===== src/pkg/sbl_pkg.sv =====
/*
  Constants, command and state types for the SDRAM bank state tracker.
  Assumes a 50 MHz system clock; timing figures are converted to cycles.
*/
package sbl_pkg;
  localparam int unsigned CLK_PERIOD_PS = 20000;
  localparam int unsigned BANKS = 4;
  localparam int unsigned BANK_W = 2;
  // Timing figures in ns, plain defaults; each is a least time
  localparam int unsigned PRECHARGE_WAIT_NS = 20;
  localparam int unsigned ACTIVATE_TO_ACCESS_NS = 20;
  localparam int unsigned REFRESH_CYCLE_NS = 70;
  localparam int unsigned MODE_LOAD_WAIT_NS = 40;
  localparam int unsigned SELF_REFRESH_EXIT_NS = 80;
  localparam int unsigned BURST_LEN = 4;
  localparam int unsigned CNT_W = 8;

  function automatic int unsigned ns_to_cyc(input int unsigned ns);
    int unsigned c;
    c = (ns * 1000 + CLK_PERIOD_PS - 1) / CLK_PERIOD_PS;
    return (c < 1) ? 1 : c;
  endfunction : ns_to_cyc

  localparam int unsigned PRECHARGE_WAIT_CYC = ns_to_cyc(PRECHARGE_WAIT_NS);
  localparam int unsigned ACT_ACCESS_CYC = ns_to_cyc(ACTIVATE_TO_ACCESS_NS);
  localparam int unsigned REFRESH_CYC = ns_to_cyc(REFRESH_CYCLE_NS);
  localparam int unsigned MODE_LOAD_CYC = ns_to_cyc(MODE_LOAD_WAIT_NS);
  localparam int unsigned SELF_EXIT_CYC = ns_to_cyc(SELF_REFRESH_EXIT_NS);

  typedef enum logic [3:0] {
    CMD_INHIBIT = 4'h0,
    CMD_NOP = 4'h1,
    CMD_ACTIVATE = 4'h2,
    CMD_READ = 4'h3,
    CMD_WRITE = 4'h4,
    CMD_PRECHARGE = 4'h5,
    CMD_BURST_STOP = 4'h6,
    CMD_REFRESH = 4'h7,
    CMD_MODE_LOAD = 4'h8
  } sbl_cmd_t;

  typedef enum logic [7:0] {
    BK_IDLE = 8'h01,
    BK_ACTIVATING = 8'h02,
    BK_ACTIVE = 8'h04,
    BK_READ = 8'h08,
    BK_WRITE = 8'h10,
    BK_READ_AP = 8'h20,
    BK_WRITE_AP = 8'h40,
    BK_PRECHARGING = 8'h80
  } sbl_bank_t;

  typedef enum logic [4:0] {
    DV_NORMAL = 5'h01,
    DV_REFRESH = 5'h02,
    DV_MODE_LOAD = 5'h04,
    DV_PRECH_ALL = 5'h08,
    DV_SELF_EXIT = 5'h10
  } sbl_dev_t;
endpackage : sbl_pkg


===== src/rtl/sbl_bank.sv =====
/*
  One bank's state record with its own timer.
  Assumes the top decodes commands and only steers this bank when legal.
*/
`timescale 1ns/1ps
module sbl_bank
  import sbl_pkg::*;
(
  input wire logic clk_sys,
  input wire logic rst,
  input wire logic ce,
  input wire logic go_act,
  input wire logic go_read,
  input wire logic go_write,
  input wire logic go_prech,
  input wire logic auto_prech,
  input wire logic stop_burst,
  input wire logic force_idle,
  output sbl_bank_t state
);
  logic [CNT_W-1:0] timer;
  logic in_burst;
  logic [CNT_W-1:0] next_timer;

  assign in_burst = (state == BK_READ) || (state == BK_WRITE) ||
                    (state == BK_READ_AP) || (state == BK_WRITE_AP);

  always_comb begin
    next_timer = (timer != '0) ? timer - 1'b1 : timer;
    if (go_act) begin
      next_timer = CNT_W'(ACT_ACCESS_CYC - 1);
    end else if (go_read || go_write) begin
      next_timer = CNT_W'(BURST_LEN - 1);
    end else if (go_prech && state != BK_IDLE) begin
      next_timer = CNT_W'(PRECHARGE_WAIT_CYC - 1);
    end else if (in_burst && timer == '0 &&
                 (state == BK_READ_AP || state == BK_WRITE_AP)) begin
      next_timer = CNT_W'(PRECHARGE_WAIT_CYC - 1);
    end
  end

  always_ff @(posedge clk_sys) begin
    if (rst) begin
      timer <= '0;
    end else if (ce) begin
      timer <= next_timer;
    end
  end

  always_ff @(posedge clk_sys) begin
    if (rst) begin
      state <= BK_IDLE;
    end else if (ce) begin
      if (force_idle) begin
        state <= BK_IDLE;
      end else if (go_act) begin
        state <= BK_ACTIVATING;
      end else if (go_read) begin
        state <= auto_prech ? BK_READ_AP : BK_READ;
      end else if (go_write) begin
        state <= auto_prech ? BK_WRITE_AP : BK_WRITE;
      end else if (go_prech) begin
        if (state != BK_IDLE) begin
          state <= BK_PRECHARGING;
        end
      end else if (stop_burst && (state == BK_READ || state == BK_WRITE)) begin
        state <= BK_ACTIVE;
      end else begin
        unique case (state)
          BK_ACTIVATING: if (timer == '0) state <= BK_ACTIVE;
          BK_READ, BK_WRITE: if (timer == '0) state <= BK_ACTIVE;
          BK_READ_AP, BK_WRITE_AP: begin
            if (timer == '0) begin
              state <= BK_PRECHARGING;
            end
          end
          BK_PRECHARGING: if (timer == '0) state <= BK_IDLE;
          BK_IDLE, BK_ACTIVE: state <= state;
          default: state <= BK_IDLE;
        endcase
      end
    end
  end
endmodule : sbl_bank


===== src/rtl/sbl_legality.sv =====
/*
  Command decode, legality check and per-bank state tracking for a
  four-bank synchronous DRAM. Command pins are sampled on the rising edge
  and are synchronous to clk_sys.
*/
// Overview of operation
// - Tables act only with clock enable high on both edges, after exit wait.
// - Bank idle only after precharge and its wait time elapsed.
// - Row active once activate-to-access time elapsed, no burst running.
// - Read state lasts from read start until burst ends or is cut.
// - Write state lasts from write start until burst ends or is cut.
// - Activating starts at activate, ends after access time, then row active.
// - Access with auto precharge runs into precharge, then bank idles.
// - Mode load busies device for its wait; then all banks idle.
// - Refresh busies device for refresh interval; then all banks idle.
// - Precharge-all busies device for precharge wait; then all idle.
// - Burst stop ends the latest started burst, whichever bank, if it is a plain read or write.
// - Precharge to an idle bank leaves it unchanged.
// - Commands decode from the four strobe pins as tabulated.
// - Commands to other banks are accepted per their own state.
// - Precharge with address bit high hits all banks, else one bank.
// - Read or write with address bit high enables auto precharge.
`timescale 1ns/1ps
module sbl_legality
  import sbl_pkg::*;
#(
  parameter int unsigned NUM_BANKS = BANKS
)
(
  input wire logic clk_sys,
  input wire logic rst,
  input wire logic ce,
  input wire logic clock_enable_input,
  input wire logic self_refresh_exit,
  input wire logic chip_select_n,
  input wire logic row_strobe_n,
  input wire logic column_strobe_n,
  input wire logic write_strobe_n,
  input wire logic [BANK_W-1:0] bank_select,
  input wire logic auto_precharge_address_bit,
  output logic cmd_accepted,
  output logic cmd_illegal,
  output logic all_idle,
  output sbl_dev_t device_state,
  output logic [NUM_BANKS*8-1:0] bank_states
);
  ////////////////////////////////////////////////////////////////////////
  // Decode
  function automatic sbl_cmd_t decode(input logic cs_n, input logic ras_n,
                                      input logic cas_n, input logic we_n);
    if (cs_n) return CMD_INHIBIT;
    unique case ({ras_n, cas_n, we_n})
      3'b111: return CMD_NOP;
      3'b011: return CMD_ACTIVATE;
      3'b101: return CMD_READ;
      3'b100: return CMD_WRITE;
      3'b010: return CMD_PRECHARGE;
      3'b110: return CMD_BURST_STOP;
      3'b001: return CMD_REFRESH;
      default: return CMD_MODE_LOAD;
    endcase
  endfunction : decode

  function automatic logic may_prech(input sbl_bank_t s);
    return (s == BK_IDLE) || (s == BK_ACTIVE) || (s == BK_READ) ||
           (s == BK_WRITE);
  endfunction : may_prech

  sbl_cmd_t cmd;
  logic cke_prev;
  logic tables_on;
  logic [CNT_W-1:0] dev_timer;
  logic [BANK_W-1:0] last_burst_bank;
  logic burst_valid;
  sbl_bank_t bstate [NUM_BANKS];
  logic [NUM_BANKS-1:0] go_act, go_read, go_write, go_prech, stop_burst;
  logic [NUM_BANKS-1:0] bank_idle, bank_ok_prech;
  logic dev_busy, prech_all, legal;
  sbl_bank_t sel;

  assign cmd = decode(chip_select_n, row_strobe_n, column_strobe_n,
                      write_strobe_n);
  assign tables_on = cke_prev && clock_enable_input &&
                     (device_state != DV_SELF_EXIT);
  assign dev_busy = (device_state != DV_NORMAL);
  assign all_idle = &bank_idle;
  assign sel = bstate[bank_select];
  assign prech_all = (cmd == CMD_PRECHARGE) && auto_precharge_address_bit;

  always_ff @(posedge clk_sys) begin
    if (rst) begin
      cke_prev <= 1'b0;
    end else if (ce) begin
      cke_prev <= clock_enable_input;
    end
  end

  ////////////////////////////////////////////////////////////////////////
  // Legality against the addressed bank; refresh, mode load and precharge-all check all banks, burst stop the last burst bank
  always_comb begin
    legal = 1'b1;
    if (cmd != CMD_INHIBIT && cmd != CMD_NOP) begin
      if (!tables_on || dev_busy) begin
        legal = 1'b0;
      end else begin
        unique case (cmd)
          CMD_ACTIVATE: legal = (sel == BK_IDLE);
          CMD_READ, CMD_WRITE: legal = (sel == BK_ACTIVE) ||
                                       (sel == BK_READ) || (sel == BK_WRITE);
          CMD_PRECHARGE: legal = prech_all ? (&bank_ok_prech)
                                           : may_prech(sel);
          // Only a plain read or write burst still running may be cut
          CMD_BURST_STOP: legal = burst_valid &&
                          (bstate[last_burst_bank] == BK_READ ||
                           bstate[last_burst_bank] == BK_WRITE);
          CMD_REFRESH, CMD_MODE_LOAD: legal = all_idle;
          default: legal = 1'b1;
        endcase
      end
    end
  end

  assign cmd_accepted = legal && cmd != CMD_INHIBIT && cmd != CMD_NOP;
  assign cmd_illegal = !legal;

  ////////////////////////////////////////////////////////////////////////
  // Device-wide state
  always_ff @(posedge clk_sys) begin
    if (rst) begin
      device_state <= DV_NORMAL;
      dev_timer <= '0;
    end else if (ce) begin
      unique case (device_state)
        DV_NORMAL: begin
          if (self_refresh_exit) begin
            device_state <= DV_SELF_EXIT;
            dev_timer <= CNT_W'(SELF_EXIT_CYC - 1);
          end else if (cmd_accepted && cmd == CMD_REFRESH) begin
            device_state <= DV_REFRESH;
            dev_timer <= CNT_W'(REFRESH_CYC - 1);
          end else if (cmd_accepted && cmd == CMD_MODE_LOAD) begin
            device_state <= DV_MODE_LOAD;
            dev_timer <= CNT_W'(MODE_LOAD_CYC - 1);
          end else if (cmd_accepted && prech_all) begin
            device_state <= DV_PRECH_ALL;
            dev_timer <= CNT_W'(PRECHARGE_WAIT_CYC - 1);
          end
        end
        DV_REFRESH, DV_MODE_LOAD, DV_PRECH_ALL, DV_SELF_EXIT: begin
          if (dev_timer == '0) begin
            device_state <= DV_NORMAL;
          end else begin
            dev_timer <= dev_timer - 1'b1;
          end
        end
        default: device_state <= DV_NORMAL;
      endcase
    end
  end

  ////////////////////////////////////////////////////////////////////////
  // Most recent burst, for burst stop
  always_ff @(posedge clk_sys) begin
    if (rst) begin
      last_burst_bank <= '0;
      burst_valid <= 1'b0;
    end else if (ce) begin
      if (cmd_accepted && (cmd == CMD_READ || cmd == CMD_WRITE)) begin
        last_burst_bank <= bank_select;
        burst_valid <= 1'b1;
      end else if (cmd_accepted && cmd == CMD_BURST_STOP) begin
        burst_valid <= 1'b0;
      end
    end
  end

  ////////////////////////////////////////////////////////////////////////
  // Bank records
  genvar g;
  generate
    for (g = 0; g < NUM_BANKS; g++) begin : g_bank
      logic hit;
      assign hit = (bank_select == BANK_W'(g));
      assign go_act[g] = cmd_accepted && cmd == CMD_ACTIVATE && hit;
      assign go_read[g] = cmd_accepted && cmd == CMD_READ && hit;
      assign go_write[g] = cmd_accepted && cmd == CMD_WRITE && hit;
      // Precharge-all is tracked device-wide; banks are cleared at its end
      assign go_prech[g] = cmd_accepted && cmd == CMD_PRECHARGE &&
                           !auto_precharge_address_bit && hit;
      assign stop_burst[g] = cmd_accepted && cmd == CMD_BURST_STOP &&
                             last_burst_bank == BANK_W'(g);
      assign bank_idle[g] = (bstate[g] == BK_IDLE);
      assign bank_ok_prech[g] = may_prech(bstate[g]);
      assign bank_states[g*8 +: 8] = bstate[g];
      sbl_bank u_bank (
        .clk_sys(clk_sys),
        .rst(rst),
        .ce(ce),
        .go_act(go_act[g]),
        .go_read(go_read[g]),
        .go_write(go_write[g]),
        .go_prech(go_prech[g]),
        .auto_prech(auto_precharge_address_bit),
        .stop_burst(stop_burst[g]),
        .force_idle(device_state == DV_PRECH_ALL && dev_timer == '0),
        .state(bstate[g])
      );
    end
  endgenerate
endmodule : sbl_legality


===== config.mk =====
export PLATFORM = sky130hd
export DESIGN_NAME = sbl_legality
export DESIGN_NICKNAME = d
export VERILOG_FILES = /design/src/pkg/sbl_pkg.sv /design/src/rtl/sbl_bank.sv /design/src/rtl/sbl_legality.sv
export SDC_FILE = /design/constraint.sdc
export NUM_CORES = 1
export LEC_CHECK = 0
export BUFFER_PORTS_ARGS = -buffer_cell sky130_fd_sc_hd__buf_2
export CORE_AREA = 2 2 117 130
export CTS_CLUSTER_DIAMETER = 30
export DETAILED_ROUTE_END_ITERATION = 8
export DIE_AREA = 0 0 119 132
export GPL_ROUTABILITY_DRIVEN = 0
export PLACE_DENSITY_LB_ADDON = 0.3
export SLEW_MARGIN = 30
export SYNTH_ARGS = -nofsm -noshare
export SYNTH_HDL_FRONTEND = slang
export SYNTH_SLANG_ARGS = --single-unit
export TNS_END_PERCENT = 5

===== constraint.sdc =====
create_clock -name clk_sys -period 3.6 [get_ports clk_sys]
set_input_delay 0.18 -clock clk_sys [delete_from_list [all_inputs] [get_ports clk_sys]]
set_output_delay 0.18 -clock clk_sys [all_outputs]
set_load 0.01 [all_outputs]

## Word level (Yosys, flattened, before mapping)

Cells that the tools add are included.

- Logic and storage cells: 353
- Flip-flop bits (word level): 81
- Output and inout port bits: 40
- Bits of input ports: 12

- Mux-type cells: 94
- Bitwise operators: 2
- $lt $le $gt $ge: 2
- Eq/ne operators: 93
- Add/sub/neg operators: 5
- Reduce and logical (&&, ||, !) cells: 144

Operators with widths:

| cell | count |
|---|---|
| $mux W8 | 69 |
| $pmux W8 S4 | 4 |
| $ne A8 B1 Y1 const B | 10 |
| $logic_and A1 B1 Y1 | 54 |
| $eq A8 B4 Y1 const B | 6 |
| $eq A8 B5 Y1 const B | 6 |
| $ne A8 B2 Y1 const B | 6 |
| $eq A8 B1 Y1 const B | 5 |
| $eq A8 B3 Y1 const B | 5 |
| $logic_not A8 Y1 | 5 |
| $logic_or A1 B1 Y1 | 40 |
| $sub A8 B1 Y8 const B | 5 |
| $bmux W8 S2 | 2 |
| $eq A8 B2 Y1 const B | 4 |
| $eq A8 B6 Y1 const B | 4 |
| $eq A8 B7 Y1 const B | 4 |
| $eq A8 B8 Y1 const B | 4 |
| $reduce_bool A8 Y1 | 4 |
| $pmux W4 S7 | 1 |
| $mux W5 | 5 |
| $ne A6 B3 Y1 const B | 4 |
| $reduce_and A6 Y1 | 4 |
| $ne A7 B2 Y1 const B | 3 |
| $reduce_bool A5 Y1 | 4 |
| other kinds (37) | 82 |

## Longest topological paths before layout

- Depth in word-level cells: 23
- Mapped depth: 13
- Gate-level depth less buffers: 11

## Modules after synthesis

Synthesis repeated with hierarchy kept, for this count alone.

- Cells, all modules: 696
- Area total of the unflattened synthesis: 5,696.7 um^2

By module, submodules not included:

| module | cells each | times used | area an instance (um^2) | seq. area each (um^2) |
|---|---|---|---|---|
| sbl_bank | 115 | 4 | 968.4 | 320.3 |
| sbl_legality | 236 | 1 | 1,823.0 | 340.3 |

## Least setup slack after synthesis

Ideal clock, no wire load.

- Path kind: register -> register
- From: reg g_bank[3].u_bank.state[1]
- To: reg g_bank[0].u_bank.state[1]
- Arrival: 2.956 ns
- Buffers on the path: 2
- Cell stages (with the launch flop): 11
- Path slack: 0.527 ns
- Required time: 3.484 ns
- Clock period less this slack: 3.073 ns
- Library setup time: 0.116 ns
- Path through: dfxtp_1 -> mux4_2 -> or3_1 -> or4b_1 -> and3_1 -> buf_6 -> a21oi_4 -> nand4_1 -> and2_1 -> buf_6 -> a41o_1

- Cells in the longest elaborated chain, start to end: 22
- Elaborated cells on any way between the ends: 58
- Classes of those cells: 15 x eq/ne; 16 x mux; 27 x reduce/logical

Ends and longest elaborated chain:

| element | RTL line | text |
|---|---|---|
| start: declaration | sbl_bank.sv:19 | `output sbl_bank_t state` |
| start signal: assignment | sbl_bank.sv:59 | `state <= auto_prech ? BK_READ_AP : BK_READ;` |
| start signal: assignment | sbl_bank.sv:61 | `state <= auto_prech ? BK_WRITE_AP : BK_WRITE;` |
| start signal: assignment | sbl_bank.sv:78 | `BK_IDLE, BK_ACTIVE: state <= state;` |
| $bmux W8 S2 | sbl_legality.sv:87 | `assign sel = bstate[bank_select];` |
| $mux W8 (not written as such) (2 in a row) | sbl_legality.sv:87 |  |
| $eq A8 B1 Y1 or $eq A8 B3 Y1 (tied branches) | sbl_legality.sv:65, sbl_legality.sv:107, sbl_legality.sv:108 |  |
| $logic_or A1 B1 Y1 (3 in a row) | sbl_legality.sv:65 | `return (s == BK_IDLE) \|\| (s == BK_ACTIVE) \|\| (s == BK_READ) \|\|` |
| $mux W1 | sbl_legality.sv:110 | `CMD_PRECHARGE: legal = prech_all ? (&bank_ok_prech)` |
| $pmux W1 S5 * | sbl_legality.sv:106 | `unique case (cmd)` |
| $mux W1 * | sbl_legality.sv:103 | `if (!tables_on \|\| dev_busy) begin` |
| $mux W1 * | sbl_legality.sv:102 | `if (cmd != CMD_INHIBIT && cmd != CMD_NOP) begin` |
| $logic_and A1 B1 Y1 * (2 in a row) | sbl_legality.sv:123 | `assign cmd_accepted = legal && cmd != CMD_INHIBIT && cmd != CMD_NOP;` |
| $logic_and A1 B1 Y1 (2 in a row) | sbl_legality.sv:190 | `assign stop_burst[g] = cmd_accepted && cmd == CMD_BURST_STOP &&` |
| $logic_and A1 B1 Y1 | sbl_bank.sv:66 | `end else if (stop_burst && (state == BK_READ \|\| state == BK_WRITE)) begin` |
| $mux W8 | sbl_bank.sv:66 |  |
| $mux W8 | sbl_bank.sv:62 | `end else if (go_prech) begin` |
| $mux W8 | sbl_bank.sv:60 | `end else if (go_write) begin` |
| $mux W8 | sbl_bank.sv:58 | `end else if (go_read) begin` |
| $mux W8 | sbl_bank.sv:56 | `end else if (go_act) begin` |
| $mux W8 | sbl_bank.sv:54 | `if (force_idle) begin` |
| end signal: assignment | sbl_bank.sv:59 |  |
| end signal: assignment | sbl_bank.sv:61 |  |
| end signal: assignment | sbl_bank.sv:78 |  |
| end: declaration | sbl_bank.sv:19 |  |

Mark *: on every way between the ends. The rest lies on a longest branch, timed or not. The select of a mux whose other input is x is not followed.
A chain may end at the register's enable or synchronous reset.

## Worst setup path in the final report

- From: reg g_bank[3].u_bank.state[5]
- To: out cmd_accepted

- Cells in the longest elaborated chain, start to end: 13
- Elaborated cells on any way between the ends: 34
- Classes of those cells: 10 x eq/ne; 10 x mux; 14 x reduce/logical

Ends and longest elaborated chain:

| element | RTL line | text |
|---|---|---|
| $bmux W8 S2 | sbl_legality.sv:87 |  |
| $mux W8 (not written as such) (2 in a row) | sbl_legality.sv:87 |  |
| $eq A8 B1 Y1 or $eq A8 B3 Y1 (tied branches) | sbl_legality.sv:65, sbl_legality.sv:107, sbl_legality.sv:108 |  |
| $logic_or A1 B1 Y1 (3 in a row) | sbl_legality.sv:65 |  |
| $mux W1 | sbl_legality.sv:110 |  |
| $pmux W1 S5 * | sbl_legality.sv:106 |  |
| $mux W1 * | sbl_legality.sv:103 |  |
| $mux W1 * | sbl_legality.sv:102 |  |
| $logic_and A1 B1 Y1 * (2 in a row) | sbl_legality.sv:123 |  |
| end: declaration | sbl_legality.sv:41 | `output logic cmd_accepted,` |

Marked as above.

==> out/qor.yml <==
global_routing:
  grt_pass1_vias: 5485
  grt_usage_pct: 22.7
  overflow: 0
  grt_max_degree: 42
  antenna_found_initial: 0
  grt_pass1_wl_um: 28600
synth:
  synth_area_per_cell_um2: 7.42
  synth_seq_area_share_pct: 28.6
  synthArstFlopShare_pct: 0
  synth.top_cell.area_share_pct: 28.6
  synth_area_leaders: "dfxtp_1 29%, nor2_1 6.6%, nand2_1 5.8%"
  synth_most_common_cell: "nor2_1"
  yosys.area.top_type: "dfxtp_1"
  syn_inst: 764
  synth_top_flop_cell: "dfxtp_1"
  synth_warnings: 0
  syn_nets: 781
  ys_top_cells_by_count: "99 x nor2_1, 87 x nand2_1, 81 x dfxtp_1"
  ys_seq_elements: 81
  synth_edf_count: 0
  synth_area_um2: 5670
  post_synth_num_cell_types: 72
status:
  status: "completed"
place:
  numPortBuffers: 51
  pre_cts_ws_ns: 0.243
  placed_area_um2: 6340
  dp_hpwl_um: 13300
  dp.cells: 1010
floorplanning:
  die_h_um: 132
  ios: 52
  initial_core_util_pct: 39.5
  dieWidth_um: 119
  placementRows: 46
  core_um2: 14300
  die-area_um2: 15700
clock_tree:
  cts.clk_slew.worst_paths_ns: 0.07
  clock_path_buffers: 2
  post_cts_resized: 0
  cts-htree-levels: 3
  cts_buffers: 9
  clk_latency_ns: 0.36
  cts_tree: "yes"
  cts_sinks: 81
  postCtsSetupBuffers: 0
  hold_buffers: 0
  cts-root-buf: "clkbuf_16"
drt:
  drt-pass1-iter-count: 5
  drt_wl_total_um: 17900
  wire_per_inst_um: 17.4
  vias: 6083
  remaining_drc_errors: 0
  routed_via_density: 5.93
  ant_nets: 0
  detail_route.iter0.violations: 487
job:
  drv_cap: 0
sta:
  finalSetupViolCount: 0
  drv_slew: 0
  rsz0062_at_grt: "false"
  max_freq_mhz: 290
  fin_crit_ns: 3.45
  fin_crit_sh_pct: 95.8
  final-hold-violation-count: 0
  finalSetupTns_ns: 0
  worstMarginPinSlew_ns: 0.654
  fin_skew_ns: 0.00795
  worst_slack_ns: 0.153
  max_slew_margin_pct: 56.1
pwr:
  p_per_area_nw_per_um2: 537
  peakVddDrop_mv: 0.222
  power_mw: 3.56
  leakage_nw: 2.62
setup_path:
  critPathKind: "reg -> out"
  start_kind: "register"
  cp-end-kind: "primary output"
  path_max_fanout: 7
  cp.required_ns: 3.42
  cp_data_arrival_time_ns: 3.27
  crit_path_cell_trace: "nor3_1 -> o22ai_1 -> or3_1 -> or4b_1 -> nand3_1 -> o21ai_1 -> buf_4 -> nor2_2 -> buf_2"
  cp_slowest_stage_delay_ns: 0.55
  slowest_stage: "or4b_1"
cells_and_area:
  syn_to_final_growth_pct: 17.0
  nets: 846
  drive_above_1_share_pct: 16.4
  fin_cells: 1026
  design_area_um2: 6630
  n_antenna_cell: 0
hold_path:
  min_path_type: "in -> reg"
[flip-flops by register name (all words and copies together), names as in the netlist]
register,cells
device_state,5
g_bank.u_bank.timer,32
dev_timer,8
cke_prev,1
last_burst_bank,2
g_bank.u_bank.state,32
burst_valid,1
[cell usage in the layout, fill, tap and decap left out, drive strengths merged, types with 4 or more instances in the layout]
master   synthesis  routed
a211oi           7       7
a21o             5       5
a21oi           48      48
a22oi            7       7
a31oi           12      12
a41o             4       4
a41oi            4       4
and2             6       6
and3             6       6
buf             14     100
clkbuf          32       9
clkinv           1       4
dfxtp           81      81
ha               5       5
inv             18      20
mux2i           25      25
mux4             7       7
nand2           87      87
nand2b          15      15
nand3           24      24
nand4           19      19
nor2            99      99
nor2b           10      10
nor3            37      37
nor4            14      14
nor4b            7       7
o2111ai          5       5
o21a             6       6
o21ai           55      55
o22ai            4       4
o2bb2ai          8       8
o31ai            9       9
or2              5       5
or3             12      12
or4              9       9
xnor2            4       4
xor2            12      12
[worst max-delay path: cells and delay by family (launching register included)]
family	cells	cell delay, ns
flip-flops	1	0.37
AO/OA/AOI/OAI	2	0.38
AND/OR/NAND/NOR	5	1.72
buffers and inverters	2	0.44
[power breakdown]
| part | leakage [nW] | internal [mW] | switching (mW) | total [mW] |
|---|---|---|---|---|
| Sequential | 0.658 | 1.05 | 0.160 | 1.21 |
| Combinational | 1.83 | 0.598 | 0.862 | 1.46 |
| Clock | 0.132 | 0.473 | 0.412 | 0.885 |
[routing by layer]
layer,up-vias,wire length [um],GRT usage (%)
li1,2976,-,-
met1,2820,7830,30.4
met2,235,7950,34.7
met3,52,1400,3.85
met4,0,668,12.1
met5,-,0,0
[logic make-up after synthesis]
group / after synthesis / share of synthesized area [%]
mux: 32 / 7.27
flops: 81 / 28.6
xor+xnor: 16 / 2.47
buf+inv: 65 / 5.06
fa+ha+maj: 5 / 1.10
compound gates: 201 / 23.4
simple gates: 364 / 32.1
[worst paths after layout]
path | startpoint | to | slack, ns | cells past startpoint
hold / removal | clock_enable_input | cke_prev$_SDFFE_PP0P_ | 0.10 | 3
hold reg to reg | g_bank[1].u_bank.timer[6]$_SDFFE_PP0P_ | g_bank[1].u_bank.timer[6]$_SDFFE_PP0P_ | 0.46 | 2
setup reg to reg | g_bank[3].u_bank.state[5]$_SDFFE_PP0P_ | g_bank[3].u_bank.state[1]$_SDFFE_PP0P_ | 0.20 | 10
setup / recovery | g_bank[3].u_bank.state[5]$_SDFFE_PP0P_ | cmd_accepted | 0.15 | 9
[final cells by class]
type / count / area [um^2]
sequential: 81 / 1620
timing repair buffer: 100 / 648
tap: 192 / 240
multi-input combinational: 618 / 3760
clock buffer: 9 / 225
clock inverter: 7 / 55.1
inverter: 19 / 71.3
fill: 1446 / 7700
[per-stage QoR]
stage          utilization (%)  hold slack [ns]
3_3_place_gp              44.2            0.451
2_1_floorplan                -            0.327
6_report                  46.2            0.104
3_5_place_dp              44.2            0.448
4_1_cts                   46.2           0.0979
5_1_grt                   46.2            0.125
No activity file was read; power rests on OpenSTA's default activity.
